===== src/hdl/atc_consts.svh =====
// Register offsets, field positions, reset values and prescaler taps.
`ifndef ATC_CONSTS_SVH
`define ATC_CONSTS_SVH

`define ATC_OFS_CTRL_A     4'h0
`define ATC_OFS_CTRL_B     4'h1
`define ATC_OFS_COUNT      4'h2
`define ATC_OFS_CMP_A      4'h3
`define ATC_OFS_CMP_B      4'h4
`define ATC_OFS_FLAGS      4'h5
`define ATC_OFS_MASK       4'h6
`define ATC_OFS_ASYNC      4'h7
`define ATC_OFS_POWER      4'h8

`define ATC_CA_COM_A_HI    7
`define ATC_CA_COM_A_LO    6
`define ATC_CA_COM_B_HI    5
`define ATC_CA_COM_B_LO    4
`define ATC_CA_WGM_HI      1
`define ATC_CA_WGM_LO      0
`define ATC_CB_FORCE_A     7
`define ATC_CB_FORCE_B     6
`define ATC_CB_WGM2        3
`define ATC_CB_CS_HI       2
`define ATC_CB_CS_LO       0
`define ATC_FL_CMP_B       2
`define ATC_FL_CMP_A       1
`define ATC_FL_OVF         0
`define ATC_AS_CLK_SEL     5
`define ATC_PW_REDUCE      0

`define ATC_BOTTOM         8'h00
`define ATC_MAX            8'hff
`define ATC_RST_BYTE       8'h00
`define ATC_RST_POWER      1'b1

`define ATC_TAP_1          10'h000
`define ATC_TAP_8          10'h007
`define ATC_TAP_32         10'h01f
`define ATC_TAP_64         10'h03f
`define ATC_TAP_128        10'h07f
`define ATC_TAP_256        10'h0ff
`define ATC_TAP_1024       10'h3ff

`endif


===== src/hdl/atc_pkg.sv =====
// Types used by the timer design; the bench does not import them.
package atc_pkg;

    typedef enum logic [2:0] {
        ATC_NORMAL    = 3'h0,
        ATC_PC_MAX    = 3'h1,
        ATC_CTC       = 3'h2,
        ATC_FAST_MAX  = 3'h3,
        ATC_RSVD_4    = 3'h4,
        ATC_PC_CMPA   = 3'h5,
        ATC_RSVD_6    = 3'h6,
        ATC_FAST_CMPA = 3'h7
    } atc_mode_t;

    typedef logic [1:0] atc_com_t;

endpackage


===== src/hdl/atc_timer.sv =====
// Eight-bit timer with two compare channels, PWM and oscillator clocking.
//
// Operation
// - Counter zero is bottom, signalled.
// - Counter 255 is max, signalled.
// - Top is max or compare A per mode.
// - Clock from I/O clock or oscillator pin.
// - Clock select zero stops the counter.
// - Counter readable and writable while stopped.
// - Counter write beats clear and count.
// - Mode bits choose clear, up, down.
// - Overflow flag per mode, raises request.
// - Compare match sets flag next tick.
// - Flag cleared by acknowledge or one.
// - One flag register, one mask register.
// - Compare buffered in PWM modes only.
// - Buffer loads at top only.
// - Access hits buffer or active register.
// - Force strobe acts on output only.
// - Counter write blocks next tick's match.
// - Output state kept across mode change.
// - Output mode changes act immediately.
// - Nonzero output mode overrides port data.
// - Timer disabled until power bit cleared.
// - Output mode zero takes no action.
// - Normal mode wraps, overflow at zero.
`timescale 1ns/1ps
`include "atc_consts.svh"

module atc_timer #(
    parameter int PRE_W = 10
) (
    // Clock, reset and clock enable
    input  wire logic       clock,
    input  wire logic       reset_n,
    input  wire logic       clk_en,
    // Register port
    input  wire logic [3:0] reg_addr,
    input  wire logic [7:0] reg_wdata,
    input  wire logic       reg_write,
    input  wire logic       reg_read,
    output logic      [7:0] reg_rdata,
    // Interrupt requests and acknowledges
    output logic            irq_overflow,
    output logic            irq_compare_a,
    output logic            irq_compare_b,
    input  wire logic       irq_ack_overflow,
    input  wire logic       irq_ack_compare_a,
    input  wire logic       irq_ack_compare_b,
    // Oscillator pin
    input  wire logic       osc_pin_in,
    // General port function of the two waveform pins
    input  wire logic       port_data_a,
    input  wire logic       port_dir_a,
    input  wire logic       port_data_b,
    input  wire logic       port_dir_b,
    // Waveform pins
    output logic            wave_out_a,
    output logic            wave_oe_n_a,
    output logic            wave_out_b,
    output logic            wave_oe_n_b,
    // Count range status
    output logic            at_bottom,
    output logic            at_max
);

    // Software-visible and internal state.
    atc_pkg::atc_com_t  com_a_q;
    atc_pkg::atc_com_t  com_b_q;
    logic [2:0]         wgm_q;
    logic [2:0]         cs_q;
    logic               async_sel_q;
    logic               power_reduce_q;
    logic [2:0]         mask_q;
    logic [2:0]         flag_q;
    logic [2:0]         flag_d;
    logic [7:0]         count_q;
    logic               down_q;
    logic [7:0]         ocr_a_q;
    logic [7:0]         ocr_b_q;
    logic [7:0]         buf_a_q;
    logic [7:0]         buf_b_q;
    logic               oc_a_q;
    logic               oc_b_q;
    logic               block_q;
    logic [PRE_W-1:0]   pre_q;
    logic               osc_q;

    // Decoded controls.
    atc_pkg::atc_mode_t mode;
    logic               pwm;
    logic               fast;
    logic               phase;
    logic               ctc;
    logic [7:0]         top;
    logic               at_top;
    logic               src;
    logic [PRE_W-1:0]   tap;
    logic               tick;
    logic               wr;
    logic               wr_ca;
    logic               wr_cb;
    logic               wr_count;
    logic               wr_flags;
    logic               match_a;
    logic               match_b;
    logic               force_a;
    logic               force_b;
    logic               ovf_set;

    assign mode  = atc_pkg::atc_mode_t'(wgm_q);
    assign fast  = (mode == atc_pkg::ATC_FAST_MAX) ||
                   (mode == atc_pkg::ATC_FAST_CMPA);
    assign phase = (mode == atc_pkg::ATC_PC_MAX) ||
                   (mode == atc_pkg::ATC_PC_CMPA);
    assign ctc   = (mode == atc_pkg::ATC_CTC);
    assign pwm   = fast || phase;

    // Compare A sets the top only in the modes that name it.
    assign top = (ctc || mode == atc_pkg::ATC_FAST_CMPA ||
                  mode == atc_pkg::ATC_PC_CMPA) ? ocr_a_q
                                                : `ATC_MAX;
    assign at_top = (count_q == top);

    // Write decode; the timer accepts writes to its registers even while powered down.
    assign wr       = reg_write && clk_en;
    assign wr_ca    = wr && reg_addr == `ATC_OFS_CTRL_A;
    assign wr_cb    = wr && reg_addr == `ATC_OFS_CTRL_B;
    assign wr_count = wr && reg_addr == `ATC_OFS_COUNT;
    assign wr_flags = wr && reg_addr == `ATC_OFS_FLAGS;

    // Force strobes only exist in the non-PWM modes.
    assign force_a = wr_cb && reg_wdata[`ATC_CB_FORCE_A] && !pwm;
    assign force_b = wr_cb && reg_wdata[`ATC_CB_FORCE_B] && !pwm;

    // Clock source: the oscillator pin is edge-detected against the
    // system clock, so it must run below half the system clock rate.
    assign src = async_sel_q ? (osc_pin_in && !osc_q) : 1'b1;

    always_comb begin
        unique case (cs_q)
            3'h1:    tap = `ATC_TAP_1;
            3'h2:    tap = `ATC_TAP_8;
            3'h3:    tap = `ATC_TAP_32;
            3'h4:    tap = `ATC_TAP_64;
            3'h5:    tap = `ATC_TAP_128;
            3'h6:    tap = `ATC_TAP_256;
            3'h7:    tap = `ATC_TAP_1024;
            default: tap = `ATC_TAP_1;
        endcase
    end

    // No tick when the source is deselected or the timer is powered down.
    assign tick = clk_en && src && cs_q != 3'h0 && !power_reduce_q &&
                  ((pre_q & tap) == tap);

    // A write to the counter in the previous tick hides the match.
    assign match_a = tick && !block_q && count_q == ocr_a_q;
    assign match_b = tick && !block_q && count_q == ocr_b_q;

    // Overflow point: count 255 (max) in normal and CTC, top in fast PWM,
    // bottom turn-around in phase correct.
    always_comb begin
        if (!tick) begin
            ovf_set = 1'b0;
        end else if (fast) begin
            ovf_set = at_top;
        end else if (phase) begin
            ovf_set = down_q && count_q == `ATC_BOTTOM;
        end else begin
            ovf_set = count_q == `ATC_MAX;
        end
    end

    // Flags: a hardware set wins over a clear in the same cycle.
    always_comb begin
        flag_d = flag_q;
        if (wr_flags) begin
            flag_d = flag_d & ~reg_wdata[2:0];
        end
        if (irq_ack_overflow) begin
            flag_d[`ATC_FL_OVF] = 1'b0;
        end
        if (irq_ack_compare_a) begin
            flag_d[`ATC_FL_CMP_A] = 1'b0;
        end
        if (irq_ack_compare_b) begin
            flag_d[`ATC_FL_CMP_B] = 1'b0;
        end
        if (ovf_set) begin
            flag_d[`ATC_FL_OVF] = 1'b1;
        end
        if (match_a) begin
            flag_d[`ATC_FL_CMP_A] = 1'b1;
        end
        if (match_b) begin
            flag_d[`ATC_FL_CMP_B] = 1'b1;
        end
    end

    always_ff @(posedge clock or negedge reset_n) begin
        if (!reset_n) begin
            flag_q        <= 3'h0;
            irq_overflow  <= 1'b0;
            irq_compare_a <= 1'b0;
            irq_compare_b <= 1'b0;
        end else if (clk_en) begin
            flag_q        <= flag_d;
            irq_overflow  <= flag_d[`ATC_FL_OVF] &&
                             mask_q[`ATC_FL_OVF];
            irq_compare_a <= flag_d[`ATC_FL_CMP_A] &&
                             mask_q[`ATC_FL_CMP_A];
            irq_compare_b <= flag_d[`ATC_FL_CMP_B] &&
                             mask_q[`ATC_FL_CMP_B];
        end
    end

    // Control registers. Output mode bits take effect at once.
    always_ff @(posedge clock or negedge reset_n) begin
        if (!reset_n) begin
            com_a_q        <= 2'h0;
            com_b_q        <= 2'h0;
            wgm_q          <= 3'h0;
            cs_q           <= 3'h0;
            async_sel_q    <= 1'b0;
            mask_q         <= 3'h0;
            power_reduce_q <= `ATC_RST_POWER;
        end else if (clk_en) begin
            if (wr_ca) begin
                com_a_q    <= reg_wdata[`ATC_CA_COM_A_HI:`ATC_CA_COM_A_LO];
                com_b_q    <= reg_wdata[`ATC_CA_COM_B_HI:`ATC_CA_COM_B_LO];
                wgm_q[1:0] <= reg_wdata[`ATC_CA_WGM_HI:`ATC_CA_WGM_LO];
            end
            if (wr_cb) begin
                wgm_q[2] <= reg_wdata[`ATC_CB_WGM2];
                cs_q     <= reg_wdata[`ATC_CB_CS_HI:`ATC_CB_CS_LO];
            end
            if (wr && reg_addr == `ATC_OFS_MASK) begin
                mask_q <= reg_wdata[2:0];
            end
            if (wr && reg_addr == `ATC_OFS_ASYNC) begin
                async_sel_q <= reg_wdata[`ATC_AS_CLK_SEL];
            end
            if (wr && reg_addr == `ATC_OFS_POWER) begin
                power_reduce_q <= reg_wdata[`ATC_PW_REDUCE];
            end
        end
    end

    // Free-running prescaler, advanced by each source pulse.
    always_ff @(posedge clock or negedge reset_n) begin
        if (!reset_n) begin
            pre_q <= '0;
            osc_q <= 1'b0;
        end else if (clk_en) begin
            osc_q <= osc_pin_in;
            if (src) begin
                pre_q <= pre_q + 1'b1;
            end
        end
    end

    // Counter unit. A software write has priority over every count.
    always_ff @(posedge clock or negedge reset_n) begin
        if (!reset_n) begin
            count_q <= `ATC_RST_BYTE;
            down_q  <= 1'b0;
        end else if (clk_en) begin
            if (wr_count) begin
                count_q <= reg_wdata;
            end else if (tick) begin
                if (phase) begin
                    if (!down_q && at_top) begin
                        down_q  <= 1'b1;
                        count_q <= count_q - 1'b1;
                    end else if (down_q && count_q == `ATC_BOTTOM) begin
                        down_q  <= 1'b0;
                        count_q <= count_q + 1'b1;
                    end else if (down_q) begin
                        count_q <= count_q - 1'b1;
                    end else begin
                        count_q <= count_q + 1'b1;
                    end
                end else if ((ctc || fast) && at_top) begin
                    count_q <= `ATC_BOTTOM;
                end else begin
                    count_q <= count_q + 1'b1;
                end
            end
            if (!phase) begin
                down_q <= 1'b0;
            end
        end
    end

    // Block any match on the tick that follows a counter write.
    always_ff @(posedge clock or negedge reset_n) begin
        if (!reset_n) begin
            block_q <= 1'b0;
        end else if (clk_en) begin
            if (wr_count) begin
                block_q <= 1'b1;
            end else if (tick) begin
                block_q <= 1'b0;
            end
        end
    end

    // Compare registers. In PWM modes software reaches the buffer and the
    // active value follows it at top; otherwise writes land directly.
    always_ff @(posedge clock or negedge reset_n) begin
        if (!reset_n) begin
            ocr_a_q <= `ATC_RST_BYTE;
            ocr_b_q <= `ATC_RST_BYTE;
            buf_a_q <= `ATC_RST_BYTE;
            buf_b_q <= `ATC_RST_BYTE;
        end else if (clk_en) begin
            if (wr && reg_addr == `ATC_OFS_CMP_A) begin
                buf_a_q <= reg_wdata;
                if (!pwm) begin
                    ocr_a_q <= reg_wdata;
                end
            end else if (pwm && tick && at_top) begin
                ocr_a_q <= buf_a_q;
            end
            if (wr && reg_addr == `ATC_OFS_CMP_B) begin
                buf_b_q <= reg_wdata;
                if (!pwm) begin
                    ocr_b_q <= reg_wdata;
                end
            end else if (pwm && tick && at_top) begin
                ocr_b_q <= buf_b_q;
            end
        end
    end

    // Next output state for one channel. Mode zero leaves it alone.
    function automatic logic wave_next(
        input logic              cur,
        input atc_pkg::atc_com_t com,
        input logic              hit,
        input logic              is_a
    );
        logic nxt;
        nxt = cur;
        if (com == 2'h0) begin
            nxt = cur;
        end else if (!pwm) begin
            if (hit) begin
                nxt = (com == 2'h1) ? !cur : com[0];
            end
        end else if (fast) begin
            if (tick && at_top && com[1]) begin
                nxt = !com[0];
            end
            if (hit) begin
                if (com[1]) begin
                    nxt = com[0];
                end else if (is_a && wgm_q[2]) begin
                    nxt = !cur;
                end
            end
        end else begin
            if (hit && com[1]) begin
                nxt = down_q ? !com[0] : com[0];
            end else if (hit && is_a && wgm_q[2]) begin
                nxt = !cur;
            end
        end
        return nxt;
    endfunction

    // Output state is never reloaded on a mode change.
    always_ff @(posedge clock or negedge reset_n) begin
        if (!reset_n) begin
            oc_a_q <= 1'b0;
            oc_b_q <= 1'b0;
        end else if (clk_en) begin
            oc_a_q <= wave_next(oc_a_q, com_a_q,
                                match_a || force_a, 1'b1);
            oc_b_q <= wave_next(oc_b_q, com_b_q,
                                match_b || force_b, 1'b0);
        end
    end

    // Pin mux; direction always belongs to the port.
    always_ff @(posedge clock or negedge reset_n) begin
        if (!reset_n) begin
            wave_out_a  <= 1'b0;
            wave_out_b  <= 1'b0;
            wave_oe_n_a <= 1'b1;
            wave_oe_n_b <= 1'b1;
        end else if (clk_en) begin
            wave_out_a  <= (com_a_q != 2'h0) ? oc_a_q : port_data_a;
            wave_out_b  <= (com_b_q != 2'h0) ? oc_b_q : port_data_b;
            wave_oe_n_a <= !port_dir_a;
            wave_oe_n_b <= !port_dir_b;
        end
    end

    // Range status, registered from the current counter value, one cycle late.
    always_ff @(posedge clock or negedge reset_n) begin
        if (!reset_n) begin
            at_bottom <= 1'b0;
            at_max    <= 1'b0;
        end else if (clk_en) begin
            at_bottom <= count_q == `ATC_BOTTOM;
            at_max    <= count_q == `ATC_MAX;
        end
    end

    // Read data one cycle after the strobe; unmapped reads give zero.
    always_ff @(posedge clock or negedge reset_n) begin
        if (!reset_n) begin
            reg_rdata <= 8'h00;
        end else if (clk_en) begin
            reg_rdata <= 8'h00;
            if (reg_read) begin
                unique case (reg_addr)
                    `ATC_OFS_CTRL_A: reg_rdata <= {com_a_q, com_b_q,
                                                   2'h0, wgm_q[1:0]};
                    `ATC_OFS_CTRL_B: reg_rdata <= {4'h0, wgm_q[2], cs_q};
                    `ATC_OFS_COUNT:  reg_rdata <= count_q;
                    `ATC_OFS_CMP_A:  reg_rdata <= pwm ? buf_a_q
                                                      : ocr_a_q;
                    `ATC_OFS_CMP_B:  reg_rdata <= pwm ? buf_b_q
                                                      : ocr_b_q;
                    `ATC_OFS_FLAGS:  reg_rdata <= {5'h00, flag_q};
                    `ATC_OFS_MASK:   reg_rdata <= {5'h00, mask_q};
                    `ATC_OFS_ASYNC:  reg_rdata <= {2'h0, async_sel_q,
                                                   5'h00};
                    `ATC_OFS_POWER:  reg_rdata <= {7'h00, power_reduce_q};
                    default:         reg_rdata <= 8'h00;
                endcase
            end
        end
    end

endmodule

===== config.mk =====
export PLATFORM = sky130hd
export DESIGN_NAME = atc_timer
export DESIGN_NICKNAME = d
export VERILOG_FILES = /design/src/hdl/atc_pkg.sv /design/src/hdl/atc_timer.sv
export VERILOG_INCLUDE_DIRS = /design/src /design/src/hdl
export SDC_FILE = /design/constraint.sdc
export NUM_CORES = 1
export LEC_CHECK = 0
export BUFFER_PORTS_ARGS = -buffer_cell sky130_fd_sc_hd__buf_4
export CORE_MARGIN = 8
export CORE_UTILIZATION = 37
export CTS_CLUSTER_DIAMETER = 150
export DETAILED_ROUTE_END_ITERATION = 12
export PLACE_DENSITY_LB_ADDON = 0.3
export RECOVER_POWER = 100
export SETUP_SLACK_MARGIN = 0.02
export SLEW_MARGIN = 30
export SYNTH_ARGS = -nofsm -noshare
export SYNTH_HDL_FRONTEND = slang
export SYNTH_SLANG_ARGS = --single-unit
export TNS_END_PERCENT = 100

===== constraint.sdc =====
create_clock -name clock -period 2.8 [get_ports clock]
set_input_delay 0.28 -clock clock [delete_from_list [all_inputs] [get_ports clock]]
set_output_delay 0.28 -clock clock [all_outputs]
set_load 0.005 [all_outputs]

[After elaboration in Yosys (flattened, before gate mapping)]
Cells that the tools add are included.
Word-level totals
  output and inout port bits: 17
  bits of input ports: 25
  register bits after elaboration: 90
  logic and storage cells: 210
Cells by class
  bitwise gates (word level): 5
  add/sub/neg operators: 3
  muxes and demuxes: 58
  reduce and logical (&&, ||, !) cells: 81
  equality and inequality tests: 33
Operator list (count)
  8-bit 2-to-1 mux: 16
  8-bit case mux with 9 select lines: 1
  10-bit case mux with 6 select lines: 1
  1-bit 2-to-1 mux: 39
  1-bit logical AND: 36
  8-bit equality test: 3
  3-bit equality test, second input constant: 6
  2-bit AND reduction: 9
  4-bit by 3-bit equality test with 1-bit output, second input constant: 4
  2-bit nonzero test: 7
  3-bit by 2-bit equality test with 1-bit output, second input constant: 4
  4-bit AND reduction: 3
  1-bit zero test: 11
  10-bit by 1-bit adder with 10-bit output, second input constant: 1
  10-bit AND: 1
  10-bit equality test: 1
  8-bit by 1-bit adder with 8-bit output, second input constant: 1
  4-bit by 2-bit equality test with 1-bit output, second input constant: 2
  8-bit equality test, second input constant: 1
  8-bit zero test: 1
  1-bit logical OR: 8
  8-bit by 1-bit subtractor with 8-bit output, second input constant: 1
  2-bit inequality test, second input constant: 3
  3-bit by 1-bit inequality test with 1-bit output, second input constant: 2
  other kinds (14): 18

[Logic depth before layout (Yosys ltp)]
  word-level depth: 15
  gate-level depth with buffers: 10
  mapped depth without buffers: 8

[Worst setup path before layout]
OpenSTA, ideal clock, no wires.
  path kind: register to register
  start: register count_q[7]
  end: register ocr_b_q[0]
  required time: 2.675 ns
  data arrival time: 2.158 ns
  setup slack: 0.518 ns
  library setup time: 0.125 ns
  stages on the path, launching flop included: 9
  clock period less this slack: 2.282 ns
  cells stage by stage: dfrtp_1 buf_2 nor2b_4 a2111oi_4 nand4_1 a211oi_2 nand3_1 o21ai_2 mux2_2
On the way
  longest elaborated chain between the ends: 4
RTL lines
  from (decl): line atc_timer.sv:77  | logic [7:0] count_q;
  from (signal assigned): line atc_timer.sv:266  | count_q <= `ATC_RST_BYTE;
  from (signal assigned): line atc_timer.sv:270  | count_q <= reg_wdata;
  from (signal assigned): line atc_timer.sv:275  | count_q <= count_q - 1'b1;
  8-bit equality test: line atc_timer.sv:123  | assign at_top = (count_q == top);
  1-bit logical AND: line atc_timer.sv:331  | end else if (pwm && tick && at_top) begin
  2-bit nonzero test (no line)
  3-bit AND reduction (no line)
  to (signal assigned): line atc_timer.sv:314  | ocr_b_q <= `ATC_RST_BYTE;
  to (signal assigned): line atc_timer.sv:329  | ocr_b_q <= reg_wdata;
  to (signal assigned): line atc_timer.sv:332  | ocr_b_q <= buf_b_q;
  to (decl): line atc_timer.sv:80  | logic [7:0] ocr_b_q;
Every way passes these cells.
A chain may end at the register's enable or synchronous reset.

[Worst setup path in the final report]
  start: register wgm_q[0] (netlist: mode[0])
  end: register count_q[2]
On the way
  longest elaborated chain between the ends: 10
  elaborated cells on any way between the ends: 19
RTL lines
  from (decl): line atc_timer.sv:70  | logic [2:0] wgm_q;
  from (signal assigned): line atc_timer.sv:232  | wgm_q[1:0] <= reg_wdata[`ATC_CA_WGM_HI:`ATC_CA_WGM_LO];
  3-bit by 2-bit equality test with 1-bit output or 3-bit equality test (tied branches): line atc_timer.sv:116, atc_timer.sv:113, atc_timer.sv:120
  1-bit logical OR (2 in series): line atc_timer.sv:120  | assign top = (ctc || mode == atc_pkg::ATC_FAST_CMPA ||
  8-bit 2-to-1 mux (no line)
  8-bit equality test: line atc_timer.sv:123
  1-bit logical AND, on equally long branches: line atc_timer.sv:284, atc_timer.sv:273
  8-bit 2-to-1 mux, on equally long branches: line atc_timer.sv:284, atc_timer.sv:273
  8-bit 2-to-1 mux *: line atc_timer.sv:272  | if (phase) begin
  8-bit 2-to-1 mux *: line atc_timer.sv:271  | end else if (tick) begin
  8-bit 2-to-1 mux *: line atc_timer.sv:269  | if (wr_count) begin
  to (signal assigned): line atc_timer.sv:270
  to (signal assigned): line atc_timer.sv:275
  to (signal assigned): line atc_timer.sv:285  | count_q <= `ATC_BOTTOM;
Every way passes the cells marked *; elsewhere a longest branch is shown, timed or not. The select of a mux whose other input is x is not followed.

==> run_summary.xml <==
<?xml version="1.0" encoding="UTF-8"?>
<metrics>
  <group name="final_layout">
    <metric name="antenna_cells_inserted" unit="">0</metric>
    <metric name="area_delta_synth_final" unit="%">16.19</metric>
    <metric name="final_core_density" unit="">0.4376</metric>
    <metric name="leading_cell_types_in_the_layout_fill_and_taps_excluded" unit="">sky130_fd_sc_hd__dfrtp_1, sky130_fd_sc_hd__nand2_1, sky130_fd_sc_hd__mux2_2</metric>
    <metric name="multi_input_comb_area" unit="sq um">2769</metric>
    <metric name="nNetsFinal" unit="">595</metric>
    <metric name="final.fill_count" unit="">1318</metric>
    <metric name="final_common_cell" unit="">sky130_fd_sc_hd__dfrtp_1</metric>
    <metric name="post_route_cells_drive_above_1_share" unit="">0.2312</metric>
    <metric name="regArea" unit="sq um">2258</metric>
  </group>
  <group name="detailed_routing">
    <metric name="finalWirelength" unit="um">14930</metric>
    <metric name="drt_iter0_drc" unit="">444</metric>
    <metric name="vias_per_cell" unit="">5.720</metric>
    <metric name="num_vias" unit="">4296</metric>
    <metric name="route.antenna.remaining_nets" unit="">0</metric>
    <metric name="avgRoutedWirePerCell" unit="um">19.87</metric>
    <metric name="remaining_drc_errors" unit="">0</metric>
    <metric name="drt-pass1-iter-count" unit="">5</metric>
  </group>
  <group name="sta">
    <metric name="fin_worst_skew" unit="ns">0.006331</metric>
    <metric name="fin_setup_tns" unit="ns">0</metric>
    <metric name="hold_slack" unit="ns">0.08790</metric>
    <metric name="maxSlewHeadroom" unit="">0.08290</metric>
    <metric name="worst_slew_pin_slew" unit="ns">1.376</metric>
    <metric name="min_period" unit="ns">2.611</metric>
    <metric name="post-route-period-util" unit="">0.9324</metric>
    <metric name="setup_viol" unit="">0</metric>
    <metric name="postLayoutSetupSlackWorst" unit="ns">0.1892</metric>
    <metric name="final_max_slew_viol_count" unit="">0</metric>
    <metric name="rsz0062_at_grt" unit="">no</metric>
    <metric name="fmaxAchievable" unit="MHz">383.0</metric>
    <metric name="finalHoldViolations" unit="">0</metric>
  </group>
  <group name="grt">
    <metric name="grt_busiest_layer" unit="">met2</metric>
    <metric name="globalRouteMet2Util" unit="">0.2767</metric>
    <metric name="grt_util_met1" unit="">0.2259</metric>
    <metric name="grt_first_pass_wirelength" unit="um">24240</metric>
    <metric name="grt_start_max_net_pins" unit="">55</metric>
    <metric name="grt_overflow" unit="">0</metric>
    <metric name="grt_pass1_vias" unit="">4318</metric>
    <metric name="met3_usage" unit="">0.02749</metric>
    <metric name="antenna_violations_before_repair" unit="">0</metric>
    <metric name="grt_util_all_layers" unit="">0.1711</metric>
  </group>
  <group name="setup_path">
    <metric name="worst_r2r_path_depth" unit="">8</metric>
    <metric name="regToRegEndpoint" unit="">count_q[2]$_DFFE_PN0P_</metric>
    <metric name="end_kind" unit="">register</metric>
    <metric name="crit_path_max_fanout" unit="">11</metric>
    <metric name="arrival_time_at_the_worst_endpoint" unit="ns">2.83</metric>
    <metric name="path_class" unit="">reg2reg</metric>
    <metric name="worstReg2RegStart" unit="">mode[0]$_DFFE_PN0P_</metric>
    <metric name="critical_path.startpoint_type" unit="">register</metric>
    <metric name="r2r_slack" unit="ns">0.19</metric>
    <metric name="worst_ep_required_time" unit="ns">3.02</metric>
  </group>
  <group name="logic_synthesis">
    <metric name="post_synth_num_cell_types" unit="">70</metric>
    <metric name="commonest_register_cell_after_synthesis" unit="">sky130_fd_sc_hd__dfrtp_1</metric>
    <metric name="synthesis.area_per_instance" unit="sq um">10.07</metric>
    <metric name="yosysWarnings" unit="">0</metric>
    <metric name="synth.yosys.seq_area_share" unit="">0.4332</metric>
    <metric name="synth-compound-area-share" unit="">0.1730</metric>
    <metric name="synth_area" unit="sq um">5207</metric>
    <metric name="yosys_register_bits" unit="">90</metric>
    <metric name="yosys.area_share.xor_xnor" unit="">0.03700</metric>
    <metric name="synth_mux_area_frac" unit="">0.1384</metric>
    <metric name="synthAdderAreaFrac" unit="">0.009611</metric>
    <metric name="asyncSetResetFlopFracSynth" unit="">1.000</metric>
    <metric name="synthCells" unit="">517</metric>
    <metric name="synth_nets" unit="">546</metric>
    <metric name="synth_simple_gate_area_frac" unit="">0.1754</metric>
    <metric name="synth_top_family_by_area" unit="">simple AND/OR/NAND/NOR gates</metric>
    <metric name="synth-edff-count" unit="">0</metric>
  </group>
  <group name="floorplanning">
    <metric name="core_area" unit="sq um">13830</metric>
    <metric name="die-width" unit="um">134.6</metric>
    <metric name="initial_core_util" unit="">0.3766</metric>
    <metric name="ios" unit="">42</metric>
    <metric name="die-height" unit="um">134.6</metric>
    <metric name="std_cell_rows" unit="">43</metric>
    <metric name="fp.dieArea" unit="sq um">18130</metric>
  </group>
  <group name="cts">
    <metric name="clock-root-buffer" unit="">sky130_fd_sc_hd__clkbuf_16</metric>
    <metric name="hold_buffers" unit="">0</metric>
    <metric name="clkLatencyLatePin" unit="ns">0.34</metric>
    <metric name="clk_pin_slew" unit="ns">0.07</metric>
    <metric name="tritoncts" unit="">yes</metric>
    <metric name="cts_buffers" unit="">9</metric>
    <metric name="postCtsSetupBuffers" unit="">0</metric>
    <metric name="cts.sink_count" unit="">90</metric>
    <metric name="h-tree-depth" unit="">3</metric>
    <metric name="cts_max_path_buffers" unit="">2</metric>
  </group>
  <group name="power">
    <metric name="finalPower" unit="mW">4.280</metric>
    <metric name="worst_vdd_drop" unit="V">0.0003458</metric>
    <metric name="power_density" unit="nW/um^2">707.4</metric>
    <metric name="total_leakage_power" unit="nW">2.619</metric>
  </group>
  <group name="place">
    <metric name="placement.io_buffers" unit="">41</metric>
    <metric name="post-place-ws" unit="ns">0.1753</metric>
    <metric name="dp_hpwl" unit="um">11190</metric>
    <metric name="place.gp.congestion" unit="">0.9279</metric>
  </group>
  <group name="run">
    <metric name="max_cap_viol_count" unit="">0</metric>
  </group>
  <group name="worst_hold_path">
    <metric name="worst_hold_path.endpoint" unit="">wave_oe_n_a$_DFFE_PN1P_</metric>
    <metric name="worst_hold_path.num_cells" unit="">2</metric>
    <metric name="worst_hold_startpoint" unit="">port_dir_a</metric>
    <metric name="hp-class" unit="">in2reg</metric>
  </group>
  <group name="status">
    <metric name="run_status" unit="">completed</metric>
  </group>
</metrics>
cells in the mapped netlist (2+ instances only):
| cell | number | area (sq um) |
|---|---|---|
| sky130_fd_sc_hd__ha_1 | 4 | 50.05 |
| sky130_fd_sc_hd__a21oi_1 | 16 | 80.08 |
| sky130_fd_sc_hd__mux2_2 | 48 | 540.5 |
| sky130_fd_sc_hd__and3_1 | 7 | 43.79 |
| sky130_fd_sc_hd__o311ai_0 | 2 | 17.52 |
| sky130_fd_sc_hd__mux2i_1 | 18 | 180.2 |
| sky130_fd_sc_hd__dfrtp_1 | 87 | 2177 |
| sky130_fd_sc_hd__xor2_1 | 9 | 78.83 |
| sky130_fd_sc_hd__xnor2_1 | 13 | 113.9 |
| sky130_fd_sc_hd__o211ai_1 | 3 | 22.52 |
| sky130_fd_sc_hd__nor3_1 | 12 | 60.06 |
| sky130_fd_sc_hd__nand4_1 | 10 | 62.56 |
| sky130_fd_sc_hd__nor4_1 | 4 | 25.02 |
| sky130_fd_sc_hd__nand2_1 | 56 | 210.2 |
| sky130_fd_sc_hd__o21a_1 | 3 | 22.52 |
| sky130_fd_sc_hd__nand3b_1 | 2 | 15.01 |
| sky130_fd_sc_hd__nor2b_1 | 7 | 43.79 |
| sky130_fd_sc_hd__a221oi_1 | 8 | 70.07 |
| sky130_fd_sc_hd__inv_1 | 14 | 52.55 |
| sky130_fd_sc_hd__a221o_1 | 2 | 20.02 |
| sky130_fd_sc_hd__a2111oi_4 | 2 | 55.05 |
| sky130_fd_sc_hd__nor2_1 | 33 | 123.9 |
| sky130_fd_sc_hd__a22oi_1 | 5 | 37.54 |
| sky130_fd_sc_hd__and2_1 | 3 | 18.77 |
| sky130_fd_sc_hd__buf_2 | 7 | 35.03 |
| sky130_fd_sc_hd__o21ai_2 | 2 | 17.52 |
| sky130_fd_sc_hd__clkbuf_1 | 18 | 67.56 |
| sky130_fd_sc_hd__o221ai_1 | 2 | 17.52 |
| sky130_fd_sc_hd__o21ai_1 | 4 | 20.02 |
| sky130_fd_sc_hd__dfstp_2 | 3 | 78.83 |
| sky130_fd_sc_hd__o22ai_1 | 5 | 31.28 |
| sky130_fd_sc_hd__buf_1 | 2 | 7.510 |
| sky130_fd_sc_hd__o2bb2ai_1 | 11 | 96.34 |
| sky130_fd_sc_hd__a31oi_1 | 5 | 31.28 |
| sky130_fd_sc_hd__a211oi_1 | 6 | 45.04 |
| sky130_fd_sc_hd__nand3_1 | 27 | 135.1 |
| sky130_fd_sc_hd__o21ai_0 | 15 | 75.07 |
| sky130_fd_sc_hd__nand2b_1 | 10 | 62.56 |
registers in the layout, summed over array words and instances (netlist names), 2 cells and up:
| name | cells |
|---|---|
| buf_a_q | 8 |
| buf_b_q | 8 |
| com_a_q | 2 |
| com_b_q | 2 |
| count_q | 8 |
| cs_q | 3 |
| flag_q | 3 |
| mask_q | 3 |
| mode | 3 |
| ocr_a_q | 8 |
| ocr_b_q | 8 |
| pre_q | 10 |
| reg_rdata | 8 |
stage by stage:
stage,cell area [sq um],instances
after floorplan,5207,517
after global placement,5811,735
after detailed placement,5811,735
after CTS,6102,751
after global routing,6051,751
final,6051,751
per-layer routing:
layer	wire length, um	up-vias
met4	308	0
li1	-	2008
met2	7193	136
met1	6635	2132
met3	789	20
met5	0	-
how the worst max path moves through the flow:
stage	slack, ns	cells after the start	startpoint	end
after floorplan	0.52	8	count_q[7]$_DFFE_PN0P_	ocr_b_q[0]$_DFFE_PN0P_
after global placement	0.22	6	count_q[6]$_DFFE_PN0P_	ocr_b_q[4]$_DFFE_PN0P_
after detailed placement	0.18	9	count_q[4]$_DFFE_PN0P_	count_q[2]$_DFFE_PN0P_
after CTS	0.16	6	count_q[3]$_DFFE_PN0P_	ocr_b_q[0]$_DFFE_PN0P_
after global routing	0.05	7	mode[0]$_DFFE_PN0P_	ocr_a_q[4]$_DFFE_PN0P_
final	0.19	8	mode[0]$_DFFE_PN0P_	count_q[2]$_DFFE_PN0P_
area by class of cell:
cell class / count / share of cell area
multi-input combinational: 384 / 0.4576
timing repair buffer: 66 / 0.07444
clock inverter: 4 / 0.009098
sequential: 90 / 0.3732
inverter: 15 / 0.009305
clock buffer: 12 / 0.03908
tap: 180 / 0.03722
kinds of logic after synthesis:
family                   Yosys count
AND/OR/NAND/NOR                  181
XOR/XNOR                          22
multiplexers                      66
AO/OA/AOI/OAI                    111
flip-flops                        90
buffers and inverters             43
adder cells (fa/ha/maj)            4
repair_timing:
item	in CTS	in global routing
setup endpoints to repair	0	16
hold endpoints to repair	0	0
resized for setup	0	2
report_power, final:
part           internal, mW  switching [mW]  total (mW)
combinational         0.550           0.656        1.21
sequential             1.54           0.330        1.87
clock                 0.696           0.505        1.20
worst max-delay path: stages (launching register included):
cell and delay [ns]:
sky130_fd_sc_hd__dfrtp_1 0.56, sky130_fd_sc_hd__or3b_1 0.16, sky130_fd_sc_hd__o21ai_0 0.10, sky130_fd_sc_hd__or3_1 0.44
sky130_fd_sc_hd__a21oi_2 0.26, sky130_fd_sc_hd__o211ai_2 0.27, sky130_fd_sc_hd__and4_1 0.30, sky130_fd_sc_hd__a311oi_1 0.29
sky130_fd_sc_hd__o31ai_1 0.11
Power figures use the tool's default switching activity.
